<file path="src/inc/olcv_cfg.svh">
`ifndef OLCV_CFG_SVH
`define OLCV_CFG_SVH
// ==========================================================================
// Register offsets
// ==========================================================================
`define OLCV_ADDR_MIRROR_LCK 8'h5F
`define OLCV_ADDR_BLK_A_LCK 8'hAF
`define OLCV_ADDR_BLK_B_LCK 8'hBF
`define OLCV_ADDR_BLK_C_LCK 8'hCF
`define OLCV_ADDR_BLK_D_LCK 8'hDF
`define OLCV_ADDR_BLK_E_LCK 8'hEF
`define OLCV_ADDR_BLK_F_LCK 8'hFF
`define OLCV_ADDR_DEVLOCK 8'h10
`define OLCV_ADDR_INIT 8'h12
`define OLCV_ADDR_STATUS 8'h13
`define OLCV_ADDR_RW_LO 8'h14
`define OLCV_ADDR_RW_HI 8'h1F
`define OLCV_ADDR_MIRROR_LO 8'h50
`define OLCV_ADDR_MIRROR_HI 8'h5E
// ==========================================================================
// Field positions and values
// ==========================================================================
`define OLCV_LOCK_BIT 7
`define OLCV_ID_HI 6
`define OLCV_ID_LO 4
`define OLCV_CRC_HI 3
`define OLCV_CRC_LO 0
`define OLCV_CRC_SEED 4'h0
`define OLCV_CRC_POLY 4'h9
`define OLCV_ID_MIRROR 3'h0
`define OLCV_ID_A 3'h1
`define OLCV_ID_B 3'h2
`define OLCV_ID_C 3'h3
`define OLCV_ID_D 3'h4
`define OLCV_ID_E 3'h5
`define OLCV_ID_F 3'h6
`define OLCV_BLOCK_BYTES 16
`define OLCV_STAT_ERR_BIT 0
`define OLCV_STAT_BUSY_BIT 1
`endif

</file>
<file path="src/inc/olcv_pkg.sv">
package olcv_pkg;
  typedef enum logic [1:0] {
    OLCV_IDLE = 2'b00,
    OLCV_BURN = 2'b01,
    OLCV_SCAN = 2'b10
  } olcv_state_t;
  typedef enum logic [2:0] {
    OLCV_BLK_MIRROR = 3'b000,
    OLCV_BLK_A = 3'b001,
    OLCV_BLK_B = 3'b010,
    OLCV_BLK_C = 3'b011,
    OLCV_BLK_D = 3'b100,
    OLCV_BLK_E = 3'b101,
    OLCV_BLK_F = 3'b110
  } olcv_blk_t;
endpackage

</file>
<file path="src/rtl/olcv_top.sv">
`timescale 1ns/1ps
`include "olcv_cfg.svh"

// ==========================================================================
// Lock, checksum and register access integrity
// ==========================================================================
// What this block does
// - Burning a block also fills its lock, identifier and checksum register.
// - Lock register: lock flag bit 7, identifier bits 6:4, checksum bits 3:0.
// - Lock flag 0 before programming, 1 after; checksum 0000 then computed.
// - Identifiers after programming: mirror 000, A-D 001-100, E 101, F 110.
// - Reads of reserved registers or bits still return a valid response.
// - Writes to reserved registers execute and get a valid response.
// - Reads outside the map answer validly with zero data.
// - Writes outside the map change nothing and answer with zero data.
// - Writes to read-only registers are dropped; answer shows current contents.
// - Factory blocks are checked by a 4-bit checksum per 16 bytes.
// - User regions zero and one get the same per-block 4-bit checksum check.
// - Checksum uses x^4+x^3+1 with all-zero seed.
// - Checksum takes bytes in ascending address, each byte MSB first.
// - The OTP mirror copy is checked against the mirror lock register checksum.
// - Before init done, OTP-loaded mirror values may be overwritten.
// - After init done, a running checksum covers the R/W window and mirror registers.
// - User registers are writable only before init done in allowed modes.
module olcv_top
  import olcv_pkg::*;
#(
  parameter int BLK_BYTES = `OLCV_BLOCK_BYTES
) (
  input wire logic CLK_I,
  input wire logic RST_B_I,
  input wire logic CMD_VALID_I,
  input wire logic CMD_WRITE_I,
  input wire logic [7:0] CMD_ADDR_I,
  input wire logic [7:0] CMD_WDATA_I,
  input wire logic PROTO_ALLOW_I,
  input wire logic BURN_START_I,
  input wire logic [2:0] BURN_BLOCK_I,
  input wire logic OTP_LOAD_I,
  input wire logic [7:0] OTP_LOAD_ADDR_I,
  input wire logic [7:0] OTP_LOAD_DATA_I,
  input wire logic OTP_CHECK_I,
  input wire logic [2:0] OTP_CHECK_BLOCK_I,
  output logic RSP_VALID_O,
  output logic [7:0] RSP_DATA_O,
  output logic RD_REQ_O,
  output logic [7:0] RD_ADDR_O,
  output logic BURN_DONE_O,
  output logic INIT_DONE_O,
  output logic INTEGRITY_ERR_O,
  output logic [3:0] RUN_CRC_O
);

  // Storage for the R/W window and the mirrored user region.
  logic [7:0] rw_mem_r [`OLCV_ADDR_RW_LO:`OLCV_ADDR_RW_HI];
  logic [7:0] mir_mem_r [`OLCV_ADDR_MIRROR_LO:`OLCV_ADDR_MIRROR_HI];
  logic [7:0] lck_r [0:6];
  logic [7:0] devlock_r;
  logic init_done_flag_r;
  logic err_r;
  olcv_state_t state_r;
  olcv_blk_t blk_r;
  logic chk_mode_r;
  logic [3:0] crc_r;
  logic [3:0] run_crc_r;
  logic [7:0] scan_addr_r;
  logic [4:0] byte_cnt_r;
  logic rd_pend_r;
  logic [7:0] rd_data_nxt;

  // ==========================================================================
  // Decoding helpers
  // ==========================================================================
  // One byte, MSB first, through the x^4+x^3+1 shift register.
  function automatic logic [3:0] crc_byte(input logic [3:0] c, input logic [7:0] d);
    logic [3:0] x;
    x = c;
    for (int i = 7; i >= 0; i--) begin
      x = ({x[2:0], 1'b0}) ^ ((x[3] ^ d[i]) ? `OLCV_CRC_POLY : 4'h0);
    end
    return x;
  endfunction

  function automatic logic is_lck(input logic [7:0] a);
    return (a == `OLCV_ADDR_MIRROR_LCK) || (a[3:0] == 4'hF && a[7:4] >= 4'hA);
  endfunction

  function automatic logic [2:0] lck_idx(input logic [7:0] a);
    return (a == `OLCV_ADDR_MIRROR_LCK) ? 3'h0 : 3'(a[7:4] - 4'h9);
  endfunction

  function automatic logic is_rw(input logic [7:0] a);
    return a >= `OLCV_ADDR_RW_LO && a <= `OLCV_ADDR_RW_HI;
  endfunction

  function automatic logic is_mir(input logic [7:0] a);
    return a >= `OLCV_ADDR_MIRROR_LO && a <= `OLCV_ADDR_MIRROR_HI;
  endfunction

  function automatic logic [7:0] blk_base(input olcv_blk_t b);
    return (b == OLCV_BLK_MIRROR) ? `OLCV_ADDR_MIRROR_LO : {4'(b) + 4'h9, 4'h0};
  endfunction

  // Identifier field written into a lock register once its block is burned.
  function automatic logic [2:0] blk_ident(input olcv_blk_t b);
    logic [2:0] id;
    unique case (b)
      OLCV_BLK_MIRROR: id = `OLCV_ID_MIRROR;
      OLCV_BLK_A: id = `OLCV_ID_A;
      OLCV_BLK_B: id = `OLCV_ID_B;
      OLCV_BLK_C: id = `OLCV_ID_C;
      OLCV_BLK_D: id = `OLCV_ID_D;
      OLCV_BLK_E: id = `OLCV_ID_E;
      OLCV_BLK_F: id = `OLCV_ID_F;
      default: id = `OLCV_ID_MIRROR;
    endcase
    return id;
  endfunction

  function automatic logic [7:0] reg_read(input logic [7:0] a);
    logic [7:0] v;
    v = 8'h00;
    if (is_lck(a)) v = lck_r[lck_idx(a)];
    else if (is_rw(a)) v = rw_mem_r[a];
    else if (is_mir(a)) v = mir_mem_r[a];
    else if (a == `OLCV_ADDR_DEVLOCK) v = devlock_r;
    else if (a == `OLCV_ADDR_INIT) v = {7'h00, init_done_flag_r};
    else if (a == `OLCV_ADDR_STATUS) v = {6'h00, state_r != OLCV_IDLE, err_r};
    return v;
  endfunction

  wire logic user_wr_ok = !init_done_flag_r && PROTO_ALLOW_I;
  wire logic cmd_wr = CMD_VALID_I && CMD_WRITE_I;

  // ==========================================================================
  // Register writes and OTP load
  // ==========================================================================
  always_ff @(posedge CLK_I or negedge RST_B_I) begin
    if (!RST_B_I) begin
      for (int i = `OLCV_ADDR_RW_LO; i <= `OLCV_ADDR_RW_HI; i++) rw_mem_r[i] <= 8'h00;
      for (int i = `OLCV_ADDR_MIRROR_LO; i <= `OLCV_ADDR_MIRROR_HI; i++) mir_mem_r[i] <= 8'h00;
      devlock_r <= 8'h00;
    end else begin
      if (OTP_LOAD_I && is_mir(OTP_LOAD_ADDR_I) && !init_done_flag_r) begin
        mir_mem_r[OTP_LOAD_ADDR_I] <= OTP_LOAD_DATA_I;
      end
      if (cmd_wr && user_wr_ok) begin
        // Writes land even in reserved positions; read-only and unmapped are dropped.
        if (is_rw(CMD_ADDR_I)) rw_mem_r[CMD_ADDR_I] <= CMD_WDATA_I;
        else if (is_mir(CMD_ADDR_I)) mir_mem_r[CMD_ADDR_I] <= CMD_WDATA_I;
        else if (CMD_ADDR_I == `OLCV_ADDR_DEVLOCK) devlock_r <= CMD_WDATA_I;
      end
    end
  end

  always_ff @(posedge CLK_I or negedge RST_B_I) begin
    if (!RST_B_I) begin
      init_done_flag_r <= 1'b0;
    end else if (cmd_wr && CMD_ADDR_I == `OLCV_ADDR_INIT && CMD_WDATA_I[0]) begin
      init_done_flag_r <= 1'b1;
    end
  end

  // ==========================================================================
  // Command answer
  // ==========================================================================
  // Read-only, unmapped and blocked writes answer one cycle later, like reads.
  always_comb begin
    rd_data_nxt = reg_read(CMD_ADDR_I);
    if (cmd_wr && user_wr_ok && (is_rw(CMD_ADDR_I) || is_mir(CMD_ADDR_I)
        || CMD_ADDR_I == `OLCV_ADDR_DEVLOCK)) begin
      rd_data_nxt = CMD_WDATA_I;
    end
  end

  always_ff @(posedge CLK_I or negedge RST_B_I) begin
    if (!RST_B_I) begin
      RSP_VALID_O <= 1'b0;
      RSP_DATA_O <= 8'h00;
    end else begin
      // Every command gets one answer, so the master never waits on a refusal.
      RSP_VALID_O <= CMD_VALID_I;
      if (CMD_VALID_I) RSP_DATA_O <= rd_data_nxt;
    end
  end

  // ==========================================================================
  // Block checksum engine
  // ==========================================================================
  wire logic [7:0] scan_byte = rd_pend_r ? OTP_LOAD_DATA_I : 8'h00;
  // Burn wins when both starts arrive in one cycle.
  olcv_blk_t start_blk;
  assign start_blk = olcv_blk_t'(BURN_START_I ? BURN_BLOCK_I : OTP_CHECK_BLOCK_I);

  always_ff @(posedge CLK_I or negedge RST_B_I) begin
    if (!RST_B_I) begin
      state_r <= OLCV_IDLE;
      blk_r <= OLCV_BLK_MIRROR;
      chk_mode_r <= 1'b0;
      crc_r <= `OLCV_CRC_SEED;
      scan_addr_r <= 8'h00;
      byte_cnt_r <= 5'h00;
      rd_pend_r <= 1'b0;
      RD_REQ_O <= 1'b0;
      RD_ADDR_O <= 8'h00;
      BURN_DONE_O <= 1'b0;
    end else begin
      BURN_DONE_O <= 1'b0;
      RD_REQ_O <= 1'b0;
      rd_pend_r <= RD_REQ_O;
      unique case (state_r)
        OLCV_IDLE: begin
          // Starts are only looked at here, so one that arrives mid-scan is dropped.
          if (BURN_START_I || OTP_CHECK_I) begin
            blk_r <= start_blk;
            chk_mode_r <= !BURN_START_I;
            crc_r <= `OLCV_CRC_SEED;
            scan_addr_r <= blk_base(start_blk);
            byte_cnt_r <= 5'h00;
            state_r <= OLCV_BURN;
          end
        end
        OLCV_BURN: begin
          // Issue one read of the block byte, then absorb it two cycles later.
          RD_REQ_O <= 1'b1;
          RD_ADDR_O <= scan_addr_r;
          state_r <= OLCV_SCAN;
        end
        OLCV_SCAN: begin
          if (rd_pend_r) begin
            crc_r <= crc_byte(crc_r, scan_byte);
            scan_addr_r <= scan_addr_r + 8'h01;
            byte_cnt_r <= byte_cnt_r + 5'h01;
            if (byte_cnt_r == 5'(BLK_BYTES - 1)) begin
              state_r <= OLCV_IDLE;
              BURN_DONE_O <= !chk_mode_r;
            end else begin
              state_r <= OLCV_BURN;
            end
          end
        end
        default: state_r <= OLCV_IDLE;
      endcase
    end
  end

  wire logic [3:0] final_crc = crc_byte(crc_r, scan_byte);
  wire logic scan_last = state_r == OLCV_SCAN && rd_pend_r
      && byte_cnt_r == 5'(BLK_BYTES - 1);
  // The block code doubles as the slot number of its lock register.
  wire logic [2:0] blk_idx = 3'(blk_r);

  // One slot per block; a slot changes only on the last byte of its own burn.
  for (genvar g = 0; g < 7; g++) begin : g_lck
    wire logic slot_wr = scan_last && !chk_mode_r && blk_idx == 3'(g);

    always_ff @(posedge CLK_I or negedge RST_B_I) begin
      if (!RST_B_I) begin
        lck_r[g] <= 8'h00;
      end else if (slot_wr) begin
        lck_r[g] <= {1'b1, blk_ident(blk_r), final_crc};
      end
    end
  end

  // ==========================================================================
  // Block check verdict
  // ==========================================================================
  // An unburned block is compared against its zero field, so checking one
  // reports a mismatch unless its data happens to check to zero.
  logic blk_bad_r;

  always_ff @(posedge CLK_I or negedge RST_B_I) begin
    if (!RST_B_I) begin
      blk_bad_r <= 1'b0;
    end else begin
      blk_bad_r <= scan_last && chk_mode_r && final_crc != lck_r[blk_idx][3:0];
    end
  end

  // ==========================================================================
  // Running checksum over R/W window and mirror region, and error flag
  // ==========================================================================
  logic [7:0] run_addr_r;
  logic [3:0] run_acc_r;

  always_ff @(posedge CLK_I or negedge RST_B_I) begin
    if (!RST_B_I) begin
      run_addr_r <= `OLCV_ADDR_RW_LO;
      run_acc_r <= `OLCV_CRC_SEED;
      run_crc_r <= `OLCV_CRC_SEED;
    end else if (init_done_flag_r) begin
      run_acc_r <= crc_byte(run_acc_r, is_rw(run_addr_r) ? rw_mem_r[run_addr_r]
                                                         : mir_mem_r[run_addr_r]);
      if (run_addr_r == `OLCV_ADDR_MIRROR_HI) begin
        run_crc_r <= crc_byte(run_acc_r, mir_mem_r[run_addr_r]);
        run_acc_r <= `OLCV_CRC_SEED;
        run_addr_r <= `OLCV_ADDR_RW_LO;
      end else if (run_addr_r == `OLCV_ADDR_RW_HI) begin
        run_addr_r <= `OLCV_ADDR_MIRROR_LO;
      end else begin
        run_addr_r <= run_addr_r + 8'h01;
      end
    end
  end

  // First completed pass after init done sets the reference value.
  logic run_ref_vld_r;
  logic [3:0] run_ref_r;
  logic run_wrap_r;

  always_ff @(posedge CLK_I or negedge RST_B_I) begin
    if (!RST_B_I) begin
      run_wrap_r <= 1'b0;
      run_ref_vld_r <= 1'b0;
      run_ref_r <= 4'h0;
      err_r <= 1'b0;
    end else begin
      run_wrap_r <= init_done_flag_r && run_addr_r == `OLCV_ADDR_MIRROR_HI;
      if (run_wrap_r && !run_ref_vld_r) begin
        run_ref_vld_r <= 1'b1;
        run_ref_r <= run_crc_r;
      end
      if (blk_bad_r) err_r <= 1'b1;
      if (run_wrap_r && run_ref_vld_r && run_crc_r != run_ref_r) err_r <= 1'b1;
    end
  end

  always_ff @(posedge CLK_I or negedge RST_B_I) begin
    if (!RST_B_I) begin
      INIT_DONE_O <= 1'b0;
      INTEGRITY_ERR_O <= 1'b0;
      RUN_CRC_O <= 4'h0;
    end else begin
      INIT_DONE_O <= init_done_flag_r;
      INTEGRITY_ERR_O <= err_r;
      RUN_CRC_O <= run_crc_r;
    end
  end

endmodule // olcv_top

</file>
<file path="config.mk">
export PLATFORM = sky130hd
export DESIGN_NAME = olcv_top
export DESIGN_NICKNAME = d
export VERILOG_FILES = /design/src/inc/olcv_pkg.sv /design/src/rtl/olcv_top.sv
export VERILOG_INCLUDE_DIRS = /design/src /design/src/inc
export SDC_FILE = /design/constraint.sdc
export NUM_CORES = 1
export LEC_CHECK = 0
export BUFFER_PORTS_ARGS = -buffer_cell sky130_fd_sc_hd__buf_2
export CAP_MARGIN = 20
export CORE_MARGIN = 4
export CORE_UTILIZATION = 50
export DETAILED_ROUTE_END_ITERATION = 6
export GPL_TIMING_DRIVEN = 0
export PLACE_DENSITY = 0.67
export SLEW_MARGIN = 20
export SYNTH_ARGS = -nofsm -noshare
export SYNTH_HDL_FRONTEND = slang
export SYNTH_SLANG_ARGS = --single-unit
</file>
<file path="constraint.sdc">
create_clock -name CLK_I -period 3.7 [get_ports CLK_I]
set_clock_uncertainty 0.1 [all_clocks]
set_input_delay 0.185 -clock CLK_I [delete_from_list [all_inputs] [get_ports CLK_I]]
set_output_delay 0.185 -clock CLK_I [all_outputs]
set_load 0.02 [all_outputs]
</file>
Word level (Yosys, flattened, before mapping)
Index checks and enable logic that the tools add are counted.

Bits in registers: 354. Bits of input ports: 46. Output and inout bits: 25. Logic and storage cells: 299.

Add/sub/neg operators: 5. Order comparisons: 18. Equal/unequal tests: 20. Mux-type cells: 90. Bitwise logic cells: 55. Reduce and logical (&&, ||, !) cells: 52.

Operator list (number): $mux W120 (4); $bwmux W120 (2); $mux W8 (25); $mux W4 (29); $bmux W8 S7 (2); $demux W8 S7 (2); $bwmux W96 (1); $xor A4 B4 Y4 (24); $bmux W8 S5 (2); $bmux W8 S3 (2); $demux W8 S5 (1); $eq A8 B5 Y1 const B (4); $logic_and A1 B1 Y1 (32); $ge A9 B8 Y1 const B (3); $not A8 Y9 (3); $xor A1 B1 Y1 (24); $ge A9 B6 Y1 const B (2); $lt A9 B1 Y1 const B (2); $pmux W3 S6 (1); $add A8 B1 Y8 const B (2); $eq A8 B7 Y1 const B (2); $ge A8 B5 Y1 const B (2); $ge A8 B7 Y1 const B (2); $le A8 B5 Y1 const B (2); other kinds (32) (65).

Logic depth before layout (Yosys ltp)
Word-level depth: 30. Depth in mapped cells: 15. Mapped depth without buffers: 12.

Least setup slack after synthesis
OpenSTA, ideal clock, no wires.

Kind: register to register. From: register run_addr_r[1]. To: register run_acc_r[3]. Library setup time: 0.134 ns. Data arrival time: 2.699 ns. Required time: 3.466 ns. Setup slack: 0.768 ns. Stages on the path, launching flop included: 13. Buffers on the path: 3. Period minus slack after synthesis: 2.932 ns. Cells stage by stage: dfrtp_1 buf_6 buf_6 buf_6 mux4_2 mux4_2 nand2_1 o21ai_1 xor2_1 xnor2_1 xor2_1 xnor2_1 o22ai_1.

Word-level cells in the longest chain between the ends: 30. Elaborated cells between the ends (all ways): 37. Those cells by class: 2 x order compare; 1 x eq/ne; 16 x mux; 17 x bitwise; 1 x reduce/logical.

RTL lines: start, declared (line olcv_top.sv:284) `logic [7:0] run_addr_r;`; start signal, assigned (line olcv_top.sv:289) `` run_addr_r <= `OLCV_ADDR_RW_LO; ``; start signal, assigned (line olcv_top.sv:298) `` run_addr_r <= `OLCV_ADDR_RW_LO; ``; start signal, assigned (line olcv_top.sv:300) `` run_addr_r <= `OLCV_ADDR_MIRROR_LO; ``; $not A8 Y9 (not written as such) (line olcv_top.sv:293, olcv_top.sv:294); $bmux W8 S7 or $bmux W8 S5 (tied branches) (line olcv_top.sv:294, olcv_top.sv:293); $mux W8 (on tied branches) (2 in a row) (line olcv_top.sv:294, olcv_top.sv:293); $mux W8 (line olcv_top.sv:293) `run_acc_r <= crc_byte(run_acc_r, is_rw(run_addr_r) ? rw_mem_r[run_addr_r]`; $xor A1 B1 Y1 (line olcv_top.sv:79) `` x = ({x[2:0], 1'b0}) ^ ((x[3] ^ d[i]) ? `OLCV_CRC_POLY : 4'h0); ``; $mux W4 (line olcv_top.sv:79); $xor A4 B4 Y4 (line olcv_top.sv:79); $xor A1 B1 Y1 (line olcv_top.sv:79); [13 not listed]; $xor A4 B4 Y4 (line olcv_top.sv:79); $xor A1 B1 Y1 (line olcv_top.sv:79); $mux W4 (line olcv_top.sv:79); $xor A4 B4 Y4 (line olcv_top.sv:79); $xor A1 B1 Y1 (line olcv_top.sv:79); $mux W4 (line olcv_top.sv:79); $xor A4 B4 Y4 (line olcv_top.sv:79); $mux W4 * (line olcv_top.sv:295) `` if (run_addr_r == `OLCV_ADDR_MIRROR_HI) begin ``; end signal, assigned (line olcv_top.sv:290) `` run_acc_r <= `OLCV_CRC_SEED; ``; end signal, assigned (line olcv_top.sv:293); end signal, assigned (line olcv_top.sv:297) `` run_acc_r <= `OLCV_CRC_SEED; ``; end, declared (line olcv_top.sv:285) `logic [3:0] run_acc_r;`.

Mark *: on every way between the ends. The rest lies on a longest branch, timed or not. The select of a mux whose other input is x is not followed. A chain may end at the register's enable or synchronous reset.

Worst setup path after layout
From: register run_addr_r[1]. To: register run_acc_r[1].

Word-level cells in the longest chain between the ends: 28. Elaborated cells between the ends (all ways): 35. Those cells by class: 2 x order compare; 1 x eq/ne; 15 x mux; 16 x bitwise; 1 x reduce/logical.

RTL lines (line): $not A8 Y9 (not written as such) (olcv_top.sv:293, olcv_top.sv:294); $bmux W8 S7 or $bmux W8 S5 (tied branches) (olcv_top.sv:294, olcv_top.sv:293); $mux W8 (on tied branches) (2 in a row) (olcv_top.sv:294, olcv_top.sv:293); $mux W8 (olcv_top.sv:293); $xor A1 B1 Y1 (olcv_top.sv:79); $mux W4 (olcv_top.sv:79); $xor A4 B4 Y4 (olcv_top.sv:79); $xor A1 B1 Y1 (olcv_top.sv:79); [10 not listed]; $xor A4 B4 Y4 (olcv_top.sv:79); $xor A1 B1 Y1 (olcv_top.sv:79); $mux W4 (olcv_top.sv:79); $xor A4 B4 Y4 (olcv_top.sv:79); $xor A1 B1 Y1 (olcv_top.sv:79); $mux W4 (olcv_top.sv:79); $xor A4 B4 Y4 (2 in a row) (olcv_top.sv:79); $mux W4 * (olcv_top.sv:295).

Marked as above.

==> impl_metrics.yaml <==
status:
  status: "finished clean"
worst_setup_path:
  worstPathArrival_ps: 3920
  critPathRequiredTime_ps: 4000
  slowest_stage: "dfrtp_1"
  setup.worst_path.start: "run_addr_r[1]$_DFFE_PN0P_"
  worstSetupStartpointType: "register"
  worstPathMaxFanout: 10
  cp_slowest_stage_delay_ps: 400
  worstPathCellList: "buf_6 > buf_6 > buf_4 > clkbuf_4 > mux4_2 > a22oi_1 > a21oi_1 > a211oi_1 > a211oi_1 > xnor2_1 > xor2_1 > xnor2_1 > o22ai_1"
  cp-end-kind: "register"
  crit_type: "reg -> reg"
  worstReg2RegStart: "run_addr_r[1]$_DFFE_PN0P_"
routing:
  viasPerCell: 6.493
  drt_iter0_markers: 1997
  wire_per_inst_um: 27.21
  num_vias: 15583
  drc: 0
  ant_nets: 0
  routed_wl_um: 65310
  dr.pass1.iters: 6
flow_run:
  max-cap-violations: 0
sta:
  finalSetupViolCount: 0
  period_share_pct: 97.94
  drv_slew: 0
  finalHoldViolCount: 0
  tightest_slew_ps: 1141
  fin_worst_hold_slack_ps: 55.50
  max_clock_freq_mhz: 276.0
  setup_tns_ps: 0
  slew_headroom_pct: 23.24
  rsz0062_at_grt: "yes"
  period_needed_ps: 3624
logic_synthesis:
  yosysSeqAreaShare_pct: 44.35
  syn_nets: 1798
  netlist.area_leader.share_pct: 44.09
  synth-seq-cells: 354
  mappedNetlistArea_um2: 19980
  async_flop_share_pct: 100.0
  syn_area_per_cell_um2: 11.48
  synth_edf_count: 0
  syn_inst: 1741
  synth_ff_type: "dfrtp_1"
  yosysWarnings: 0
  yosysUniqueCellTypes: 69
  synth_top_area_cell: "dfrtp_1"
  synth_area_leaders: "dfrtp_1, mux4_2, mux2_2, mux2i_1, a21oi_1"
floorplan:
  die_area_um2: 43220
  core.rowCount: 72
  start_util_pct: 51.10
  die_w_um: 207.9
  coreArea_um2: 39100
  fp.dieH_um: 207.9
  ioPinCount: 71
final_layout:
  syn_to_final_growth_pct: 12.89
  fin_cells: 2400
  fin_nets: 1908
  drive_gt1_share_pct: 24.11
clocking:
  cts_buffer_depth: 3
  cts_max_level: 2
  cts_inserted_buffers: 39
  cts_tree: "yes"
  clock-sinks: 354
  clk_pin_slew_ps: 60
  root_buffer: "clkbuf_16"
  clk_latency_ps: 570
placed_design:
  place_hpwl_um: 46140
  dp.cells: 2314
  io_buffers: 49
  gp_congestion: 0.9917
power:
  peakVddDrop_uv: 444.3
  leakagePower_uw: 0.01027
  p_per_area_nw_per_um2: 481.0
worst_hold_path:
  hp-class: "in -> async"
global_routing:
  antenna_found_initial: 5
  use_met3_pct: 6.808
  grt_use_met2_pct: 45.11
  met1_usage_pct: 42.30
  grt_max_degree: 77
  grt_overflow_total: 0
  grt_pass1_wl_um: 99410
  top_usage_layer: "met2"
  first_global_vias: 15536
  grt_use_total_pct: 29.99
==> power by group <==
group	total (µW)	switching [µW]	internal, µW
combinational	2610	1690	922
sequential	4250	177	4070
clock	3990	1650	2340
total	10800	3510	7340
==> registers in the layout, indices dropped and copies added, names as in the netlist, 2 cells and up <==
name,count
devlock_r,8
run_crc_r,4
run_ref_r,4
RSP_DATA_O,8
run_addr_r,8
RD_ADDR_O,8
crc_r,4
run_acc_r,4
blk_idx,3
state_r,2
RUN_CRC_O,4
scan_addr_r,8
byte_cnt_r,5
mir_mem_r,120
rw_mem_r,96
lck_r,56
==> synthesized netlist by cell type (12+ instances only) <==
cell      instances
inv_1            26
nand2_1         106
mux2_2          163
mux2i_1         152
o21ai_0          54
nor2b_1          25
nor2_1          181
buf_2            16
xor2_1           22
clkbuf_1         90
xnor2_1          41
dfrtp_1         352
a21oi_1         156
nor3b_1          12
a22oi_1          20
nand3_1          16
nor3_1           12
or2_2            15
nand2b_1         12
mux4_2          106
==> critical path: cells and delay by family, from the launching register on <==
| family | cells | cell delay [ps] |
|---|---|---|
| DFF | 1 | 400 |
| xor gates and xnor gates | 3 | 550 |
| muxes | 1 | 280 |
| AOI/OAI and AO/OA | 5 | 1040 |
| buffers and inverters | 4 | 1080 |
==> path summary, 6_finish.rpt <==
check | endpoint | cells after the start | slack, ps
worst min-delay path | mir_mem_r[76]$_DFF_PN0_ | 2 | 60
worst min register to register | rd_pend_r$_DFF_PN0_ | 0 | 290
max in group asynchronous | RSP_DATA_O[3]$_DFFE_PN0P_ | 5 | 2120
worst max register to register | run_acc_r[1]$_DFFE_PN0P_ | 13 | 80
min in group CLK_I | mir_mem_r[14]$_DFF_PN0_ | 3 | 60
worst max-delay path | run_acc_r[1]$_DFFE_PN0P_ | 13 | 80
==> cell type report <==
class                   count  area (µm²)
diodes                      3       7.507
plain buffers             127       573.1
clock buffers              58        1137
clock inverters            11       148.9
fillers                  3233       16540
inverters                  27       101.3
multi-input cells        1232       10530
flip-flops and latches    354        8861
well taps                 518       648.1
repair buffers             70       548.0
==> kinds of logic (layout without fill, tap and decap cells) <==
family          after synthesis  count (layout)  share of synthesized area, %
mux                         428             428                         29.62
simple gates                418             418                         9.594
flops                       354             354                         44.35
compound gates              309             309                         9.344
buf+inv                     155             293                         3.338
xor+xnor                     66              66                         3.069
fa+ha+maj                    11              11                        0.6889
other cells                   0               3                             0
==> cells in the final DEF (no fill, tap or decap), types with 10 or more instances in the layout <==
| cell | count |
|---|---|
| a211oi_1 | 10 |
| a21oi_1 | 156 |
| a22oi_1 | 19 |
| buf_1 | 10 |
| buf_2 | 60 |
| clkbuf_1 | 99 |
| clkbuf_16 | 39 |
| dfrtp_1 | 352 |
| dlygate4sd3_1 | 14 |
| ha_1 | 11 |
| inv_1 | 26 |
| mux2_2 | 163 |
| mux2i_1 | 151 |
| mux4_2 | 106 |
| nand2_1 | 106 |
| nand2b_1 | 12 |
| nand3_1 | 16 |
| nor2_1 | 178 |
| nor2b_1 | 25 |
| nor3_1 | 11 |
| nor3b_1 | 10 |
| o211ai_1 | 10 |
| o21ai_0 | 52 |
| or2_2 | 15 |
| xnor2_1 | 41 |
| xor2_1 | 22 |
==> per-layer routing <==
metal  wire (µm)  up-vias
met3        6754      201
met5          18        -
met1       26090     7848
li1            -     6598
met4        3332        2
met2       29110      934
==> stage by stage <==
step | util, % | instance area, µm² | power (µW) | worst slack [ps]
final | 57.69 | 22550 | 10850 | 76.33
after global routing | 57.67 | 22550 | 11270 | -20.24
after CTS | 57.47 | 22470 | 10840 | 8.464
after detailed placement | 53.82 | 21040 | 6841 | -611.2
after global placement | 53.39 | 20870 | 6787 | -4647
after floorplan | - | 19980 | 5961 | 767.7
==> what timing repair did <==
item,in CTS,in global routing
setup endpoints to repair,8,20
resized for setup,3,14
gates cloned,0,0
buffers inserted,0,1
endpoints found under the hold margin,173,0
hold buffers,14,0
pin swaps,0,3
(Power assumes the default switching activity.)
